File: config.mk
export PLATFORM = sky130hd
export DESIGN_NAME = hbmw_bridge_windows
export DESIGN_NICKNAME = d
export VERILOG_FILES = /design/src/core/hbmw_pkg.sv /design/src/core/hbmw_cap_rom.sv /design/src/core/hbmw_bridge_windows.sv
export SDC_FILE = /design/constraint.sdc
export NUM_CORES = 1
export LEC_CHECK = 0
export ABC_AREA = 1
export BUFFER_PORTS_ARGS = -buffer_cell sky130_fd_sc_hd__buf_2
export CORE_MARGIN = 3
export CORE_UTILIZATION = 55
export DETAILED_ROUTE_END_ITERATION = 10
export GPL_ROUTABILITY_DRIVEN = 0
export GPL_TIMING_DRIVEN = 0
export PLACE_DENSITY = 0.86
export SYNTH_ARGS = -nofsm -noshare
export SYNTH_HDL_FRONTEND = slang
export SYNTH_SLANG_ARGS = --single-unit
File: constraint.sdc
create_clock -name core_clk -period 3.5 [get_ports core_clk]
set_input_delay 0.7 -clock core_clk [delete_from_list [all_inputs] [get_ports core_clk]]
set_output_delay 0.7 -clock core_clk [all_outputs]
set_load 0.005 [all_outputs]
File: src/core/hbmw_pkg.sv
/*
  Package of the host bridge window block: configuration offsets, field
  positions, reset values, the capability block layout and carrier structs.
  Assumes 32-bit dword-addressed configuration cycles and 32-bit memory addresses.
*/
package hbmw_pkg;

  ////////////////////////////////////////////////////////////////////////////
  // Configuration offsets (byte addresses, dword aligned)
  localparam logic [7:0] CFG_CAP_PTR_OFFSET = 8'h34;
  localparam logic [7:0] CFG_EGRESS_WIN_OFFSET = 8'h40;
  localparam logic [7:0] CFG_HUB_WIN_OFFSET = 8'h44;
  localparam logic [7:0] CFG_CAP_BLOCK_OFFSET = 8'he0;

  ////////////////////////////////////////////////////////////////////////////
  // Reset and constant values
  localparam logic [7:0] CAP_PTR_VALUE = CFG_CAP_BLOCK_OFFSET;
  localparam logic [19:0] EGRESS_BASE_RESET = 20'h00000;
  localparam logic [17:0] HUB_BASE_RESET = 18'h00000;
  localparam logic ENABLE_RESET = 1'h0;

  // Capability block header: product-specific id, end of chain, arbitrary payload
  localparam logic [7:0] CAP_ID_VENDOR_SPECIFIC = 8'h09;
  localparam logic [7:0] CAP_NEXT_END = 8'h00;
  localparam logic [7:0] CAP_BLOCK_LENGTH = 8'h0c;
  localparam logic [7:0] CAP_BLOCK_VERSION = 8'h01;
  localparam int CAP_BLOCK_WORDS = 4;

  ////////////////////////////////////////////////////////////////////////////
  // Field positions
  localparam int EGRESS_BASE_LSB = 12;
  localparam int HUB_BASE_LSB = 14;
  localparam int ENABLE_BIT = 0;

  ////////////////////////////////////////////////////////////////////////////
  // Carriers
  typedef struct packed {
    logic rd;
    logic wr;
    logic [7:0] offset;
    logic [3:0] byte_en;
    logic [31:0] wdata;
  } hbmw_cfg_req_type;

  typedef struct packed {
    logic valid;
    logic [31:0] addr;
  } hbmw_mem_req_type;

  typedef struct packed {
    logic egress_claim;
    logic hub_claim;
    logic [11:0] egress_offset;
    logic [13:0] hub_offset;
  } hbmw_claim_type;

endpackage : hbmw_pkg

File: src/core/hbmw_cap_rom.sv
/*
  Small read-only store of the first capability block, dword indexed.
  Assumes reads are synchronous; data appear one cycle after the index.
*/
`timescale 1ns/1ps
module hbmw_cap_rom (
  input wire logic core_clk,
  input wire logic reset,
  input wire logic [1:0] word_index,
  output logic [31:0] read_data
);

  ////////////////////////////////////////////////////////////////////////////
  function automatic logic [31:0] hbmw_cap_word(input logic [1:0] idx);
    case (idx)
      2'h0: hbmw_cap_word = {hbmw_pkg::CAP_BLOCK_VERSION, hbmw_pkg::CAP_BLOCK_LENGTH,
                             hbmw_pkg::CAP_NEXT_END, hbmw_pkg::CAP_ID_VENDOR_SPECIFIC};
      default: hbmw_cap_word = 32'h00000000;
    endcase
  endfunction : hbmw_cap_word

  // Registered output adds a cycle; capability reads answer one cycle after register file reads
  always_ff @(posedge core_clk) begin
    if (reset) begin
      read_data <= 32'h00000000;
    end else begin
      read_data <= hbmw_cap_word(word_index);
    end
  end

endmodule : hbmw_cap_rom

File: src/core/hbmw_bridge_windows.sv
/*
  Configuration registers of bridge function 0: capability pointer, first
  capability block, and two memory windows with claim decode.
  Assumes one clock; configuration and memory requests come from logic on core_clk.
  Assumes software keeps the windows apart; on overlap the egress window claims.
  A read taken while a capability read is pending is dropped.
*/
`timescale 1ns/1ps
// Overview of operation
// - Capability pointer at 34h is read-only and returns E0h.
// - Block at E0h is the product-specific capability, first in the chain.
// - Egress window register at 40h: writable base bits 31:12, reset zero.
// - Egress window is a naturally aligned 4 KB block in 4 GB space.
// - Egress enable clear: no memory access claimed for that window.
// - Egress enable set: claim accesses inside window, decode to egress registers.
// - Egress window disabled after reset; software writes 1 to enable.
// - Egress window must not alias onto ordinary memory decoded elsewhere.
// - Hub window register at 44h: writable base bits 31:14, reset zero.
// - Hub window is a naturally aligned 16 KB block in 4 GB space.
// - Hub enable clear: no memory access claimed for that window.
// - Hub enable set: claim accesses inside window unless egress claims them, decode to hub registers.
// - Hub window disabled after reset; software writes 1 to enable.
// - Hub window must not alias onto ordinary memory decoded elsewhere.
module hbmw_bridge_windows (
  input wire logic core_clk,
  input wire logic reset,
  input wire hbmw_pkg::hbmw_cfg_req_type cfg_req,
  output logic cfg_rd_valid,
  output logic [31:0] cfg_rd_data,
  input wire hbmw_pkg::hbmw_mem_req_type mem_req,
  output hbmw_pkg::hbmw_claim_type mem_claim,
  output logic mem_claim_valid
);

  ////////////////////////////////////////////////////////////////////////////
  typedef enum logic [1:0] {
    HBMW_RD_IDLE = 2'b01,
    HBMW_RD_CAP = 2'b10
  } hbmw_rd_state_type;

  // Register select
  typedef enum logic [3:0] {
    HBMW_SEL_NONE = 4'b0001,
    HBMW_SEL_CAP_PTR = 4'b0010,
    HBMW_SEL_EGRESS = 4'b0100,
    HBMW_SEL_HUB = 4'b1000
  } hbmw_sel_type;

  // Window size masks
  localparam logic [31:0] EGRESS_SIZE_MASK = ~(32'hffffffff << hbmw_pkg::EGRESS_BASE_LSB);
  localparam logic [31:0] HUB_SIZE_MASK = ~(32'hffffffff << hbmw_pkg::HUB_BASE_LSB);

  typedef struct packed {
    logic [19:0] egress_base;
    logic egress_enable;
    logic [17:0] hub_base;
    logic hub_enable;
    hbmw_rd_state_type rd_state;
    logic rd_valid;
    logic [31:0] rd_data;
    hbmw_pkg::hbmw_claim_type claim;
    logic claim_valid;
  } hbmw_state_type;

  hbmw_state_type state_reg;
  hbmw_state_type state_next;
  logic [31:0] cap_word;
  logic [1:0] cap_index;
  hbmw_sel_type cfg_sel;

  ////////////////////////////////////////////////////////////////////////////
  // Byte-enable merge; disabled bytes keep their old value
  function automatic logic [31:0] hbmw_merge(input logic [31:0] old_value,
                                             input logic [31:0] new_value,
                                             input logic [3:0] be);
    logic [31:0] merged;
    merged = old_value;
    for (int i = 0; i < 4; i++) begin
      if (be[i]) begin
        merged[8*i +: 8] = new_value[8*i +: 8];
      end
    end
    hbmw_merge = merged;
  endfunction : hbmw_merge

  // Capability block spans four dwords from the pointed-to offset
  function automatic logic hbmw_in_cap_block(input logic [7:0] offset);
    hbmw_in_cap_block = (offset >= hbmw_pkg::CFG_CAP_BLOCK_OFFSET) &&
                        (offset < hbmw_pkg::CFG_CAP_BLOCK_OFFSET + 8'(4 * hbmw_pkg::CAP_BLOCK_WORDS));
  endfunction : hbmw_in_cap_block

  // One decode serves both the write and the read path
  function automatic hbmw_sel_type hbmw_decode(input logic [7:0] offset);
    case (offset)
      hbmw_pkg::CFG_CAP_PTR_OFFSET: hbmw_decode = HBMW_SEL_CAP_PTR;
      hbmw_pkg::CFG_EGRESS_WIN_OFFSET: hbmw_decode = HBMW_SEL_EGRESS;
      hbmw_pkg::CFG_HUB_WIN_OFFSET: hbmw_decode = HBMW_SEL_HUB;
      default: hbmw_decode = HBMW_SEL_NONE;
    endcase
  endfunction : hbmw_decode

  // Natural alignment: bits inside the window size never take part in the match
  function automatic logic hbmw_window_hit(input logic [31:0] addr,
                                           input logic [31:0] window_word,
                                           input logic [31:0] size_mask);
    hbmw_window_hit = ((addr & ~size_mask) == (window_word & ~size_mask));
  endfunction : hbmw_window_hit

  ////////////////////////////////////////////////////////////////////////////
  // Capability block store
  // Dword index inside the block; every offset reaches the store, only block reads use its word
  assign cap_index = 2'((cfg_req.offset - hbmw_pkg::CFG_CAP_BLOCK_OFFSET) >> 2);
  assign cfg_sel = hbmw_decode(cfg_req.offset);

  hbmw_cap_rom cap_rom (
    .core_clk(core_clk),
    .reset(reset),
    .word_index(cap_index),
    .read_data(cap_word)
  );

  ////////////////////////////////////////////////////////////////////////////
  // Next state
  always_comb begin
    logic [31:0] egress_word;
    logic [31:0] hub_word;
    logic [31:0] merged;
    logic egress_hit;
    logic hub_hit;
    egress_word = {state_reg.egress_base, 11'h0, state_reg.egress_enable};
    hub_word = {state_reg.hub_base, 13'h0, state_reg.hub_enable};
    merged = 32'h00000000;
    egress_hit = 1'b0;
    hub_hit = 1'b0;
    state_next = state_reg;
    state_next.rd_valid = 1'b0;
    state_next.rd_state = HBMW_RD_IDLE;

    // Configuration writes; reserved bits simply drop
    if (cfg_req.wr) begin
      case (cfg_sel)
        HBMW_SEL_EGRESS: begin
          merged = hbmw_merge(egress_word, cfg_req.wdata, cfg_req.byte_en);
          state_next.egress_base = merged[31:hbmw_pkg::EGRESS_BASE_LSB];
          state_next.egress_enable = merged[hbmw_pkg::ENABLE_BIT];
        end
        HBMW_SEL_HUB: begin
          merged = hbmw_merge(hub_word, cfg_req.wdata, cfg_req.byte_en);
          state_next.hub_base = merged[31:hbmw_pkg::HUB_BASE_LSB];
          state_next.hub_enable = merged[hbmw_pkg::ENABLE_BIT];
        end
        default: begin
          // Pointer, capability block and unmapped offsets ignore writes
        end
      endcase
    end

    // Configuration reads answer one cycle later; capability words wait for the store
    // No second read is taken while one is pending, so the store needs no queue
    case (state_reg.rd_state)
      HBMW_RD_CAP: begin
        state_next.rd_valid = 1'b1;
        state_next.rd_data = cap_word;
      end
      default: begin
        if (cfg_req.rd) begin
          if (hbmw_in_cap_block(cfg_req.offset)) begin
            state_next.rd_state = HBMW_RD_CAP;
          end else begin
            state_next.rd_valid = 1'b1;
            case (cfg_sel)
              HBMW_SEL_CAP_PTR: state_next.rd_data = {24'h000000, hbmw_pkg::CAP_PTR_VALUE};
              HBMW_SEL_EGRESS: state_next.rd_data = egress_word;
              HBMW_SEL_HUB: state_next.rd_data = hub_word;
              default: state_next.rd_data = 32'h00000000;
            endcase
          end
        end
      end
    endcase

    // Memory claim decode
    egress_hit = hbmw_window_hit(mem_req.addr, egress_word, EGRESS_SIZE_MASK);
    hub_hit = hbmw_window_hit(mem_req.addr, hub_word, HUB_SIZE_MASK);
    state_next.claim_valid = mem_req.valid;
    state_next.claim.egress_claim = mem_req.valid && state_reg.egress_enable && egress_hit;
    state_next.claim.hub_claim = mem_req.valid && state_reg.hub_enable && hub_hit;
    // Overlapping windows are a software error; egress wins so one target claims
    if (state_next.claim.egress_claim) begin
      state_next.claim.hub_claim = 1'b0;
    end
    state_next.claim.egress_offset = mem_req.addr[11:0];
    state_next.claim.hub_offset = mem_req.addr[13:0];
  end

  ////////////////////////////////////////////////////////////////////////////
  // State register
  always_ff @(posedge core_clk) begin
    if (reset) begin
      // Every field reset explicitly; nothing survives from before reset
      state_reg <= '0;
      state_reg.rd_valid <= 1'b0;
      state_reg.rd_data <= 32'h00000000;
      state_reg.claim <= '0;
      state_reg.claim_valid <= 1'b0;
      state_reg.egress_base <= hbmw_pkg::EGRESS_BASE_RESET;
      state_reg.egress_enable <= hbmw_pkg::ENABLE_RESET;
      state_reg.hub_base <= hbmw_pkg::HUB_BASE_RESET;
      state_reg.hub_enable <= hbmw_pkg::ENABLE_RESET;
      state_reg.rd_state <= HBMW_RD_IDLE;
    end else begin
      state_reg <= state_next;
    end
  end

  ////////////////////////////////////////////////////////////////////////////
  // Outputs come straight from the state register
  assign cfg_rd_valid = state_reg.rd_valid;
  assign cfg_rd_data = state_reg.rd_data;
  assign mem_claim = state_reg.claim;
  assign mem_claim_valid = state_reg.claim_valid;

endmodule : hbmw_bridge_windows

==> results of run 1 <==
[worst paths after layout]
kind,endpoint,slack [ns],start
worst max-delay path,state_reg[76]$_SDFFE_PP0P_,1.44,reset
worst min-delay path,cfg_rd_data[14]$_SDFFE_PP0P_,0.47,cfg_rd_data[14]$_SDFFE_PP0P_
worst max register to register,cfg_rd_data[23]$_SDFFE_PP0P_,2.01,state_reg[63]$_SDFF_PP0_
worst min register to register,cfg_rd_data[14]$_SDFFE_PP0P_,0.47,cfg_rd_data[14]$_SDFFE_PP0P_
[Yosys cell counts (5+ instances only)]
cell      number  share of area [%]
buf_2         10                1.2
clkbuf_1       9               0.79
a21oi_1       55                6.5
xor2_1        10                2.1
inv_1         69                6.1
buf_4         60                 11
nor2_1        48                4.2
nand2_1      118                 10
nand2_2        5               0.73
o21ai_0       62                7.3
dfxtp_1       84                 39
nand3_1       30                3.5
a21oi_2       11                2.3
[worst reg2reg max path, delay by kind of cell, from the launching register on]
kind                   cells  cell delay (ns)
AOI/OAI and AO/OA          1             0.06
and+or+nand+nor            4             0.70
DFF                        1             0.31
buffers and inverters      3             0.28
[area by class of cell]
type                       count  share of cell area (%)
multi-input combinational    367                    33.8
sequential                    84                    32.0
timing repair buffer         123                    11.7
buffer                        81                    10.7
inverter                      72                    5.15
clock buffer                  13                    3.03
tap                           99                    2.36
clock inverter                 3                    1.31
[metrics by stage]
stage               utilization [%]  cell area (um^2)  setup WS [ns]  hold slack (ns)
finish                         71.3              5250           1.44            0.469
detailed placement             68.2              5020           1.20            0.457
CTS                            71.3              5250           1.55            0.470
global placement               68.2              5020           1.22            0.455
floorplan                         -              4290           1.74            0.441
global route                   71.3              5250           1.25            0.484
[power breakdown]
part	internal, mW	switching [mW]	total [mW]
Combinational	0.0878	0.108	0.196
Clock	0.443	0.338	0.781
Sequential	0.966	0.00440	0.970
Total	1.50	0.450	1.95
[kinds of logic after synthesis]
kind of cell           count (synthesis)
AO/OA/AOI/OAI                        132
XOR/XNOR                              13
buffers and inverters                153
flip-flops                            84
other                                  1
AND/OR/NAND/NOR                      215
[metal layers]
metal  share of wire (%)  global-route usage (%)
met5                   0                       0
met4                 3.8                    14.0
met3                  11                    5.05
met2                  49                    46.5
met1                  37                    31.3
==> tab_implementation.tex, run 1 <==
\begin{tabular}{lr}
\hline
Metric & Value \\
\hline
\multicolumn{2}{l}{\textbf{Global route}} \\
\quad Number of antenna violations at the first check in global routing & 0 \\
\quad Number of global-route vias before repair & 4049 \\
\quad Remaining Overflow, GRT & 0 \\
\quad Global-route wire length before repair & 18500 um \\
\quad Maximum number of pins on one net before global-route repair & 14 \\
\quad Total global routing track utilization & 26.8\% \\
\multicolumn{2}{l}{\textbf{Synth}} \\
\quad Basic-gate share of the synthesized area counting and, or, nand and nor cells & 21.8\% \\
\quad Adder-cell share of the synthesized area & 0\% \\
\quad Top flip-flop cell by instance count after synthesis & dfxtp\_1 \\
\quad Count of unique library cells instantiated by Yosys & 26 \\
\quad Async SR Flop Fraction & 0\% \\
\quad Number of cells produced by synthesis & 598 \\
\quad Count of flip-flops with a built-in enable after synthesis & 0 \\
\quad Area fraction in compound gates after synthesis & 16.5\% \\
\quad Ys Warns & 0 \\
\quad Syn\_area\_per\_cell & 7.13 um\^{}2 \\
\quad Xor/xnor cell area share of the yosys netlist & 2.67\% \\
\quad Multiplexer area fraction after synthesis & 0\% \\
\quad Area of the mapped netlist & 4260 um\^{}2 \\
\quad Combinational family with the most area after synthesis & simple AND/OR/NAND/NOR gates \\
\quad Proportion of synthesized chip area in sequential cells & 39.4\% \\
\quad Number of flip-flops and latches in the synthesized netlist & 84 \\
\multicolumn{2}{l}{\textbf{Worst setup path}} \\
\quad Arrival time worst endpoint & 2.33 ns \\
\quad Largest stage delay on the critical path & 0.48 ns \\
\quad Critical-path maximum fanout & 10 \\
\quad Reg2Reg Depth & 8 \\
\quad Critical-path cell with the highest stage delay & clkbuf\_1 \\
\quad Most frequent cell on the critical path & clkbuf\_1 \\
\quad Req. time, crit path & 3.77 ns \\
\quad Kind of cell adding the most delay to the critical path & buffers and inverters \\
\quad Count of cell instances traversed by the critical path & 6 \\
\quad Category of the critical setup timing path & input pin to flop \\
\quad Critical path capture point type & flop \\
\quad Launching element type of the critical path & input pin \\
\quad Ordered list of cells on the worst path & clkbuf\_1 > inv\_1 > clkbuf\_1 > clkbuf\_1 > o21ai\_0 > a21oi\_1 \\
\quad Critical path buffer and inverter count & 4 \\
\multicolumn{2}{l}{\textbf{Final layout}} \\
\quad Share of post-route cells with drive strength above 1 & 31.6\% \\
\quad Synth-to-layout area growth & 23.2\% \\
\quad Sequential cell area & 1680 um\^{}2 \\
\quad Number of nets in the layout & 819 \\
\quad Layout fillers & 596 \\
\quad Largest register FFs & 42 \\
\quad Non-filler cells, final & 842 \\
\quad Most frequent cells in the layout & buf\_2 (133), nand2\_1 (118), dfxtp\_1 (84), inv\_1 (69), o21ai\_0 (62) \\
\quad Total inserted antenna cells & 0 \\
\quad Area used by multi-input combinational logic & 1770 um\^{}2 \\
\quad Leading cell type in the layout, fill and taps excluded & buf\_2 \\
\multicolumn{2}{l}{\textbf{Placement}} \\
\quad Detailed placer's ending HPWL & 9030 um \\
\quad Number of buffers added on ports & 123 \\
\quad Inst Count DP & 826 \\
\multicolumn{2}{l}{\textbf{STA}} \\
\quad RSZ-0062 raised after global routing & no \\
\quad Tcrit/Tclk final & 59.0\% \\
\quad Setup violation total in the final timing report & 0 \\
\quad Maximum achievable frequency & 485 MHz \\
\quad Setup TNS & 0 ns \\
\quad Relative slew slack & 56.4\% \\
\quad Clock period minus worst slack & 2.06 ns \\
\quad Pin slew with the least headroom to its limit & 0.653 ns \\
\quad Count of pins over their slew limit & 0 \\
\quad Total count of hold-check failures in the final report & 0 \\
\quad Skew final & 0.0101 ns \\
\multicolumn{2}{l}{\textbf{Run status}} \\
\quad Outcome & completed \\
\multicolumn{2}{l}{\textbf{Clock network}} \\
\quad Clock tree from TritonCTS & done \\
\quad Clock buffer count from CTS & 9 \\
\quad Number of buffers inserted by post-CTS setup repair & 0 \\
\quad Source-to-sink clock delay at the later pin of the worst-skew pair & 0.35 ns \\
\quad Post-CTS sizing & 0 \\
\quad H-tree levels & 3 \\
\quad Clock Pin Slew Worst Setup and Hold Paths & 0.08 ns \\
\quad Clock root buffer & clkbuf\_8 \\
\quad Clock sink count & 84 \\
\quad CTS Buffer Depth & 2 \\
\quad Count of hold-fix buffers inserted at cts & 0 \\
\multicolumn{2}{l}{\textbf{Routing}} \\
\quad Vias after detailed routing & 4298 \\
\quad DR DRC count & 0 \\
\quad Initial drt markers & 381 \\
\quad Mean routed wirelength per cell & 14.1 um \\
\quad Number of optimization iterations in the first detailed-route pass & 8 \\
\quad Detail Route Antenna Nets & 0 \\
\quad Mean number of vias per cell & 5.10 \\
\quad Total wire length & 11900 um \\
\multicolumn{2}{l}{\textbf{Pwr}} \\
\quad Maximum vdd ir drop & 0.225 mV \\
\quad PwrDens & 371 nW/um\^{}2 \\
\quad Leakage power summed over all cells & 2.56 nW \\
\quad Total Power & 1.95 mW \\
\multicolumn{2}{l}{\textbf{Worst hold path}} \\
\quad Class of the tightest hold or removal check & flop to flop \\
\quad Worst hold stages & 2 \\
\multicolumn{2}{l}{\textbf{Floorplan}} \\
\quad Initial core utilization & 57.8\% \\
\quad DIE WIDTH & 94.0 um \\
\quad Die footprint & 8840 um\^{}2 \\
\quad Die extent in y & 94.0 um \\
\quad Top-Level Pins & 143 \\
\quad Placeable core area & 7370 um\^{}2 \\
\quad Row Count & 31 \\
\multicolumn{2}{l}{\textbf{Run}} \\
\quad Maximum Capacitance Violations & 0 \\
\hline
\end{tabular}
No activity file was read; power rests on OpenSTA's default activity.
==> inputs of run 2 (changes only) <==
Settings changed: ABC_AREA 1 to 0, CORE_UTILIZATION 55 to 45, PLACE_DENSITY 0.86 to 0.76.
Clock period 3.5 ns to 1.7 ns, I/O delays scaled along.
==> tab_implementation.tex, run 2 <==
\begin{tabular}{lr}
\hline
Metric & Value \\
\hline
\multicolumn{2}{l}{\textbf{Synth}} \\
\quad Count of flip-flops with a built-in enable after synthesis & 0 (unchanged) \\
\quad Number of flip-flops and latches in the synthesized netlist & 84 (unchanged) \\
\quad Most used standard cells in the synthesized netlist & dfxtp\_1 (84), buf\_4 (61), nor2\_1 (56), mux2i\_1 (40), xnor2\_1 (38) \\
\quad Proportion of synthesized chip area in sequential cells & 41.8\% (+2.3 points) \\
\quad Async SR Flop Fraction & 0\% (unchanged) \\
\quad Count of unique library cells instantiated by Yosys & 31 (+19\%) \\
\quad Cell types with the largest area share after synthesis & dfxtp\_1 (42\%), buf\_4 (11\%), mux2i\_1 (10\%) \\
\quad Post-synth top area cell & dfxtp\_1 \\
\quad Most frequent cell after synthesis & dfxtp\_1 \\
\quad Ys Warns & 0 (unchanged) \\
\quad Syn\_area\_per\_cell & 9.84 um\^{}2 (+38\%) \\
\quad Share of the synthesized area in the top cell type & 41.8\% (+2.3 points) \\
\quad Top flip-flop cell by instance count after synthesis & dfxtp\_1 \\
\quad Area of the mapped netlist & 4020 um\^{}2 (-5.6\%) \\
\quad Number of cells produced by synthesis & 409 (-32\%) \\
\multicolumn{2}{l}{\textbf{STA}} \\
\quad Tcrit/Tclk final & 100\% \\
\quad Total count of hold-check failures in the final report & 0 (unchanged) \\
\quad RSZ-0062 raised after global routing & yes \\
\quad Count of pins over their slew limit & 0 (unchanged) \\
\quad Clock period minus worst slack & 1.71 ns \\
\quad Pin slew with the least headroom to its limit & 0.669 ns (+0.0155 ns) \\
\quad Relative slew slack & 55.2\% (-1.2 points) \\
\quad Maximum achievable frequency & 586 MHz \\
\quad Worst hold slack across all endpoints & 0.187 ns (-0.283 ns) \\
\quad Setup violation total in the final timing report & 1 (+1) \\
\quad Final Worst Setup Slack & -0.00701 ns (-1.44 ns) \\
\quad Skew final & 0.00909 ns (-0.00101 ns) \\
\multicolumn{2}{l}{\textbf{Clock network}} \\
\quad Clock root buffer & clkbuf\_8 \\
\quad Count of hold-fix buffers inserted at cts & 0 (unchanged) \\
\quad Clock sink count & 84 (unchanged) \\
\quad Source-to-sink clock delay at the later pin of the worst-skew pair & 0.36 ns (about the same) \\
\quad Clock tree from TritonCTS & done \\
\quad H-tree levels & 3 (unchanged) \\
\quad CTS Buffer Depth & 2 (unchanged) \\
\quad Clock buffer count from CTS & 9 (unchanged) \\
\quad Clock Pin Slew Worst Setup and Hold Paths & 0.08 ns (about the same) \\
\multicolumn{2}{l}{\textbf{Worst setup path}} \\
\quad Launching element type of the critical path & input pin \\
\quad Category of the critical setup timing path & input pin to flop \\
\quad Req. time, crit path & 1.92 ns (-1.85 ns) \\
\quad Critical Path Sink & state\_reg[99]\$\_SDFFE\_PP0P\_ \\
\quad Origin of the worst setup path & cfg\_req[43] \\
\quad Flop2flop setup slack & 0.04 ns (-1.97 ns) \\
\quad End of the worst register-to-register path & mem\_claim[26]\$\_SDFF\_PP0\_ \\
\quad Arrival time worst endpoint & 1.93 ns (-0.40 ns) \\
\quad Origin of the critical flop-to-flop path & state\_reg[94]\$\_SDFFE\_PP0P\_ \\
\quad Reg2Reg Depth & 4 (-4) \\
\quad Critical-path maximum fanout & 10 (unchanged) \\
\quad Critical path capture point type & flop \\
\multicolumn{2}{l}{\textbf{Global route}} \\
\quad Remaining Overflow, GRT & 0 (unchanged) \\
\quad Global-route wire length before repair & 16000 um (-13\%) \\
\quad Number of antenna violations at the first check in global routing & 0 (unchanged) \\
\quad Number of global-route vias before repair & 3263 (-19\%) \\
\quad Maximum number of pins on one net before global-route repair & 14 (unchanged) \\
\quad Total global routing track utilization & 20.6\% (-6.3 points) \\
\multicolumn{2}{l}{\textbf{Floorplan}} \\
\quad Row Count & 33 (+6.5\%) \\
\quad Initial core utilization & 47.5\% (-10 points) \\
\quad Placeable core area & 8460 um\^{}2 (+15\%) \\
\quad Die extent in y & 101 um (+6.9\%) \\
\quad Die footprint & 10100 um\^{}2 (+14\%) \\
\quad Top-Level Pins & 143 (unchanged) \\
\quad DIE WIDTH & 101 um (+6.9\%) \\
\multicolumn{2}{l}{\textbf{Final layout}} \\
\quad Layout fillers & 723 (+21\%) \\
\quad Leading cell type in the layout, fill and taps excluded & buf\_2 \\
\quad Non-filler cells, final & 660 (-22\%) \\
\quad Synth-to-layout area growth & 25.2\% \\
\quad Layout Utilization & 59.5\% (-12 points) \\
\quad Largest register FFs & 42 (unchanged) \\
\quad Area used by multi-input combinational logic & 1830 um\^{}2 (+3.0\%) \\
\quad Number of nets in the layout & 631 (-23\%) \\
\quad Sequential cell area & 1680 um\^{}2 (unchanged) \\
\quad Most frequent cells in the layout & buf\_2 (124), dfxtp\_1 (84), buf\_4 (62), nor2\_1 (56), mux2i\_1 (40) \\
\quad Share of post-route cells with drive strength above 1 & 41.3\% (+9.6 points) \\
\quad Total inserted antenna cells & 0 (unchanged) \\
\multicolumn{2}{l}{\textbf{Routing}} \\
\quad Detail Route Antenna Nets & 0 (unchanged) \\
\quad DR DRC count & 0 (unchanged) \\
\quad Number of optimization iterations in the first detailed-route pass & 4 (-4) \\
\quad Vias after detailed routing & 3284 (-24\%) \\
\quad Mean number of vias per cell & 4.98 (-2.5\%) \\
\quad Mean routed wirelength per cell & 15.8 um (+12\%) \\
\quad Uppermost metal layer occupied by signal nets & met4 \\
\quad Initial drt markers & 107 (-72\%) \\
\quad WL met3 & 638 um (-50\%) \\
\quad Detailed-route wire length on metal 1 & 4550 um (+4.1\%) \\
\quad Total wire length & 10400 um (-12\%) \\
\quad Met2 Wirelength & 4990 um (-14\%) \\
\multicolumn{2}{l}{\textbf{Pwr}} \\
\quad Switching fraction of total power & 22.3\% (-0.85 points) \\
\quad PwrDens & 807 nW/um\^{}2 (+120\%) \\
\quad Leakage power summed over all cells & 2.53 nW (-1.1\%) \\
\quad Maximum vdd ir drop & 0.495 mV (+120\%) \\
\quad Internal power & 3.16 mW (+110\%) \\
\quad Sequential share of power & 49.1\% (-0.7 points) \\
\quad Reported net switching power & 0.906 mW (+100\%) \\
\quad Comb power frac & 9.8\% (-0.3 points) \\
\quad Total Power & 4.07 mW (+110\%) \\
\quad Share of total power in the clock network & 41.1\% (+1.0 points) \\
\multicolumn{2}{l}{\textbf{Placement}} \\
\quad Detailed placer's ending HPWL & 8120 um (-10\%) \\
\quad Number of buffers added on ports & 123 (unchanged) \\
\quad Inst Count DP & 643 (-22\%) \\
\multicolumn{2}{l}{\textbf{Worst hold path}} \\
\quad Class of the tightest hold or removal check & input pin to flop \\
\multicolumn{2}{l}{\textbf{Run}} \\
\quad Maximum Capacitance Violations & 0 (unchanged) \\
\multicolumn{2}{l}{\textbf{Run status}} \\
\quad Outcome & complete, but fails checks \\
\quad Violated checks & setup timing \\
\hline
\end{tabular}
[run 2: critical path: stages]
cell and delay [ns]:
buf_2 0.12, nor4_4 0.59, nand4_2 0.51, mux2i_1 0.30, nor2_1 0.06
[run 2: final cells by class]
cell class	instances	share of cell area, %
multi-input combinational	251	36.3
sequential	84	33.4
timing repair buffer	124	12.4
buffer	78	10.6
clock buffer	12	2.68
tap	105	2.61
clock inverter	4	1.94
inverter	2	0.149
[run 2: power groups by stage]
stage | Combinational, mW | Sequential, mW | Clock, mW
2_1_floorplan | 0.201 | 2.04 | 0
3_3_place_gp | 0.389 | 2.04 | 0
3_5_place_dp | 0.392 | 2.04 | 0
4_1_cts | 0.394 | 2.00 | 1.71
5_1_grt | 0.431 | 2.00 | 1.79
6_report | 0.397 | 2.00 | 1.67
[run 2: worst min path at each step]
stage,from,end,depth (start not counted)
after floorplan,cfg_req[39],cap_rom.read_data[19]$_SDFF_PP0_,1
after global placement,cfg_rd_data[12]$_SDFFE_PP0P_,cfg_rd_data[12]$_SDFFE_PP0P_,2
after detailed placement,cfg_rd_data[13]$_SDFFE_PP0P_,cfg_rd_data[13]$_SDFFE_PP0P_,2
after CTS,mem_req[2],mem_claim[16]$_SDFF_PP0_,2
after global routing,mem_req[2],mem_claim[16]$_SDFF_PP0_,2
final,mem_req[5],mem_claim[19]$_SDFF_PP0_,2
[run 2: logic make-up (layout without fill, tap and decap cells)]
group / after synthesis / count (layout) / share of synthesized area, %
DFF: 84 / 84 / 41.8
buffers and inverters: 80 / 220 / 13.4
muxes: 59 / 59 / 15.3
and+or+nand+nor: 118 / 118 / 15.7
xor gates and xnor gates: 38 / 38 / 8.27
other: 1 / 7 / 0.0932
AOI/OAI and AO/OA: 29 / 29 / 5.50
[run 2: layer usage]
| metal | GRT usage [%] | up-vias |
|---|---|---|
| li1 | - | 1620 |
| met1 | 26.4 | 1526 |
| met2 | 33.5 | 116 |
| met3 | 4.08 | 22 |
| met4 | 9.22 | 0 |
| met5 | 0 | - |
[run 2: through the flow]
step | setup WS, ns | TNS (ns) | instance area (um^2)
finish | -0.00701 | -0.00701 | 5040
global placement | -0.331 | -14.48 | 4790
CTS | 0.0111 | 0 | 5030
detailed placement | -0.355 | -14.73 | 4790
floorplan | 0.0908 | 0 | 4050
global route | -0.115 | -0.987 | 5040
[run 2: timing repair]
| action | CTS | global route |
|---|---|---|
| buffers inserted | 0 | 1 |
| setup endpoints to repair | 0 | 28 |
| gates resized for setup | 0 | 6 |
==> inputs of run 3 (changes only) <==
Settings changed: CORE_UTILIZATION 45 to 47, PLACE_DENSITY 0.76 to 0.77, SYNTH_HIERARCHICAL from default to 1.
==> tab_implementation.tex, run 3 <==
\begin{tabular}{lr}
\hline
Metric & Value \\
\hline
\multicolumn{2}{l}{\textbf{Floorplan}} \\
\quad Placeable core area & 9820 um\^{}2 (+16\%) \\
\quad Die footprint & 11400 um\^{}2 (+13\%) \\
\quad Top-Level Pins & 143 (unchanged) \\
\quad Initial core utilization & 48.7\% (+1.2 points) \\
\quad DIE WIDTH & 107 um (+6.3\%) \\
\quad Row Count & 36 (+9.1\%) \\
\quad Die extent in y & 107 um (+6.3\%) \\
\multicolumn{2}{l}{\textbf{Global route}} \\
\quad Number of global-route vias before repair & 4039 (+24\%) \\
\quad Remaining Overflow, GRT & 0 (unchanged) \\
\quad Global-route wire length before repair & 19000 um (+19\%) \\
\quad Number of antenna violations at the first check in global routing & 0 (unchanged) \\
\quad Total global routing track utilization & 21.2\% (+0.59 points) \\
\quad Maximum number of pins on one net before global-route repair & 15 (+1) \\
\multicolumn{2}{l}{\textbf{Routing}} \\
\quad Mean routed wirelength per cell & 14.7 um (-7.1\%) \\
\quad Initial drt markers & 147 (+37\%) \\
\quad DR DRC count & 0 (unchanged) \\
\quad Vias after detailed routing & 3966 (+21\%) \\
\quad Detail Route Antenna Nets & 0 (unchanged) \\
\quad Number of optimization iterations in the first detailed-route pass & 5 (+1) \\
\quad Mean number of vias per cell & 4.82 (-3.0\%) \\
\quad Total wire length & 12100 um (+16\%) \\
\multicolumn{2}{l}{\textbf{Pwr}} \\
\quad Reported net switching power & 0.971 mW (+7.2\%) \\
\quad Maximum vdd ir drop & 0.363 mV (-27\%) \\
\quad PwrDens & 733 nW/um\^{}2 (-9.2\%) \\
\quad Sequential share of power & 50.4\% (+1.3 points) \\
\quad Comb power frac & 10.5\% (+0.7 points) \\
\quad Share of total power in the clock network & 39.1\% (-2.0 points) \\
\quad Switching fraction of total power & 22.1\% (-0.13 points) \\
\quad Leakage power summed over all cells & 3.05 nW (+21\%) \\
\quad Internal power & 3.42 mW (+8.0\%) \\
\multicolumn{2}{l}{\textbf{Placement}} \\
\quad Pre-CTS worst setup slack & -0.501 ns (-0.146 ns) \\
\quad Number of buffers added on ports & 131 (+6.5\%) \\
\quad Detailed placer's ending HPWL & 9620 um (+18\%) \\
\multicolumn{2}{l}{\textbf{Synth}} \\
\quad Top flip-flop cell by instance count after synthesis & dfxtp\_1 \\
\quad Proportion of synthesized chip area in sequential cells & 38.9\% (-2.9 points) \\
\quad Syn\_area\_per\_cell & 9.31 um\^{}2 (-5.4\%) \\
\quad Area of the mapped netlist & 4780 um\^{}2 (+19\%) \\
\quad Share of the synthesized area in the top cell type & 38.9\% (-2.9 points) \\
\quad Ys Warns & 6 (+6) \\
\quad Count of flip-flops with a built-in enable after synthesis & 0 (unchanged) \\
\quad Number of flip-flops and latches in the synthesized netlist & 93 (+11\%) \\
\quad Count of unique library cells instantiated by Yosys & 35 (+13\%) \\
\quad Async SR Flop Fraction & 0\% (unchanged) \\
\quad Most used standard cells in the synthesized netlist & buf\_4 (93), dfxtp\_1 (93), nor2\_1 (50), mux2i\_1 (40), xnor2\_1 (28) \\
\quad Number of cells produced by synthesis & 514 (+26\%) \\
\quad Post-synth top area cell & dfxtp\_1 \\
\quad Cell types with the largest area share after synthesis & dfxtp\_1 (39\%), buf\_4 (15\%), mux2i\_1 (8.4\%) \\
\multicolumn{2}{l}{\textbf{Final layout}} \\
\quad Leading cell type in the layout, fill and taps excluded & buf\_2 \\
\quad Most frequent cells in the layout & buf\_2 (133), buf\_4 (96), dfxtp\_1 (93), nor2\_1 (50), mux2i\_1 (40) \\
\quad Layout fillers & 862 (+19\%) \\
\quad Total inserted antenna cells & 0 (unchanged) \\
\quad Largest register FFs & 42 (unchanged) \\
\quad Share of post-route cells with drive strength above 1 & 39.6\% (-1.6 points) \\
\quad Synth-to-layout area growth & 25.0\% \\
\quad Number of nets in the layout & 766 (+21\%) \\
\multicolumn{2}{l}{\textbf{Worst setup path}} \\
\quad Critical path capture point type & flop \\
\quad Reg2Reg Depth & 4 (unchanged) \\
\quad Origin of the critical flop-to-flop path & state\_reg[86]\$\_SDFFE\_PP0P\_ \\
\quad Req. time, crit path & 1.94 ns (+0.02 ns) \\
\quad End of the worst register-to-register path & mem\_claim[26]\$\_SDFF\_PP0\_ \\
\quad Critical-path maximum fanout & 3 (-7) \\
\quad Arrival time worst endpoint & 1.84 ns (-0.09 ns) \\
\quad Flop2flop setup slack & 0.1 ns (+0.06 ns) \\
\quad Launching element type of the critical path & flop \\
\quad Category of the critical setup timing path & flop to flop \\
\multicolumn{2}{l}{\textbf{STA}} \\
\quad Pin slew with the least headroom to its limit & 0.604 ns (-0.0651 ns) \\
\quad Final Worst Setup Slack & 0.0976 ns (+0.105 ns) \\
\quad Clock period minus worst slack & 1.60 ns (-0.105 ns) \\
\quad Skew final & 0.00722 ns (-0.00186 ns) \\
\quad Total count of hold-check failures in the final report & 0 (unchanged) \\
\quad Worst hold slack across all endpoints & 0.154 ns (-0.0323 ns) \\
\quad Relative slew slack & 59.8\% (+4.5 points) \\
\quad Setup TNS & 0 ns (+0.00701 ns) \\
\quad Setup violation total in the final timing report & 0 (-1) \\
\quad Count of pins over their slew limit & 0 (unchanged) \\
\quad Tcrit/Tclk final & 94.3\% (-6.2 points) \\
\quad RSZ-0062 raised after global routing & no \\
\quad Maximum achievable frequency & 624 MHz (+6.5\%) \\
\multicolumn{2}{l}{\textbf{Clock network}} \\
\quad CTS Buffer Depth & 2 (unchanged) \\
\quad Clock Pin Slew Worst Setup and Hold Paths & 0.09 ns (about the same) \\
\quad Clock root buffer & clkbuf\_8 \\
\quad Source-to-sink clock delay at the later pin of the worst-skew pair & 0.35 ns (about the same) \\
\quad H-tree levels & 3 (unchanged) \\
\quad Count of hold-fix buffers inserted at cts & 0 (unchanged) \\
\quad Clock tree from TritonCTS & done \\
\quad Clock buffer count from CTS & 9 (unchanged) \\
\quad Clock sink count & 93 (+11\%) \\
\multicolumn{2}{l}{\textbf{Worst hold path}} \\
\quad Worst Hold End & cap\_rom/read\_data[19]\$\_SDFF\_PP0\_ \\
\quad Worst hold stages & 2 (unchanged) \\
\quad Class of the tightest hold or removal check & input pin to flop \\
\quad Beginning of the worst hold path & reset \\
\multicolumn{2}{l}{\textbf{Run status}} \\
\quad Outcome & completed \\
\multicolumn{2}{l}{\textbf{Run}} \\
\quad Maximum Capacitance Violations & 0 (unchanged) \\
\hline
\end{tabular}
[run 3: cell count changes after synthesis, sizes merged, moves of 11 or more]
| cell | change |
|---|---|
| buf | +33 |
| a2bb2oi | +21 |
| a32oi | -19 |
| nand2 | +16 |
| nand3 | +16 |
| a21oi | +13 |
| a22oi | +11 |
[run 3: worst max path at each step]
| stage | startpoint | endpoint | slack (ns) | cells after the start |
|---|---|---|---|---|
| floorplan | cfg_req[39] | state_reg[88]$_SDFFE_PP0P_ | 0.09 | 4 |
| global placement | cfg_req[39] | state_reg[91]$_SDFFE_PP0P_ | -0.39 | 5 |
| detailed placement | cfg_req[39] | state_reg[96]$_SDFFE_PP0P_ | -0.50 | 5 |
| CTS | cfg_req[36] | state_reg[96]$_SDFFE_PP0P_ | -0.11 | 5 |
| global route | state_reg[63]$_SDFF_PP0_ | cfg_rd_data[24]$_SDFFE_PP0P_ | 0.02 | 5 |
| finish | state_reg[86]$_SDFFE_PP0P_ | mem_claim[26]$_SDFF_PP0_ | 0.1 | 4 |
[run 3: power groups by stage]
| stage | clock [mW] | combinational [mW] | sequential [mW] |
|---|---|---|---|
| finish | 1.71 | 0.463 | 2.21 |
| global route | 1.83 | 0.502 | 2.21 |
| CTS | 1.74 | 0.451 | 2.21 |
| detailed placement | 0 | 0.449 | 2.26 |
| global placement | 0 | 0.441 | 2.26 |
| floorplan | 0 | 0.260 | 2.26 |
[run 3: worst max-delay path: stages (launching register included)]
cell      delay, ns
dfxtp_1        0.35
xnor2_1        0.25
nand4_1        0.13
or4_1          0.51
o2111a_1       0.26
[run 3: through the flow]
step           cells  util (%)  total power [mW]  instance area (um^2)
6_report         822      60.9              4.39                  5980
5_1_grt          822      60.9              4.55                  5980
4_1_cts          819      60.4              4.41                  5930
3_5_place_dp     804      58.1              2.71                  5700
3_3_place_gp     804      58.1              2.70                  5700
2_1_floorplan    540         -              2.52                  4880
[run 3: cell families (layout without fill, tap and decap cells)]
kind of cell	after synthesis	after routing	synth area share (%)
xor gates and xnor gates	38	38	6.96
buffers and inverters	118	267	16.6
other	1	27	0.0784
muxes	59	59	12.8
DFF	93	93	38.9
AOI/OAI and AO/OA	58	58	8.42
and+or+nand+nor	147	147	16.2
[run 3: final cells by class]
type | count | area (um^2) | share of cell area, %
Buffer | 117 | 795 | 13.3
Timing Repair Buffer | 134 | 678 | 11.3
Clock inverter | 4 | 97.6 | 1.63
Clock buffer | 11 | 131 | 2.20
Sequential cell | 93 | 1860 | 31.1
Multi-Input combinational cell | 329 | 2250 | 37.6
Inverter | 1 | 3.75 | 0.0627
Tap cell | 133 | 166 | 2.78
[run 3: metal layers]
layer,global-route usage [%],part of all wire [%],wire [um],up-vias
met2,37.8,50,6030,123
met4,5.57,1.1,136,0
li1,-,-,-,1974
met1,25.8,43,5140,1856
met3,4.46,6.3,762,13
met5,0,0,0,-
[run 3: repair_timing]
action	in CTS	in global routing
gates resized for setup	0	9
pin swaps	1	1
buffers inserted	0	3
setup endpoints to repair	32	45
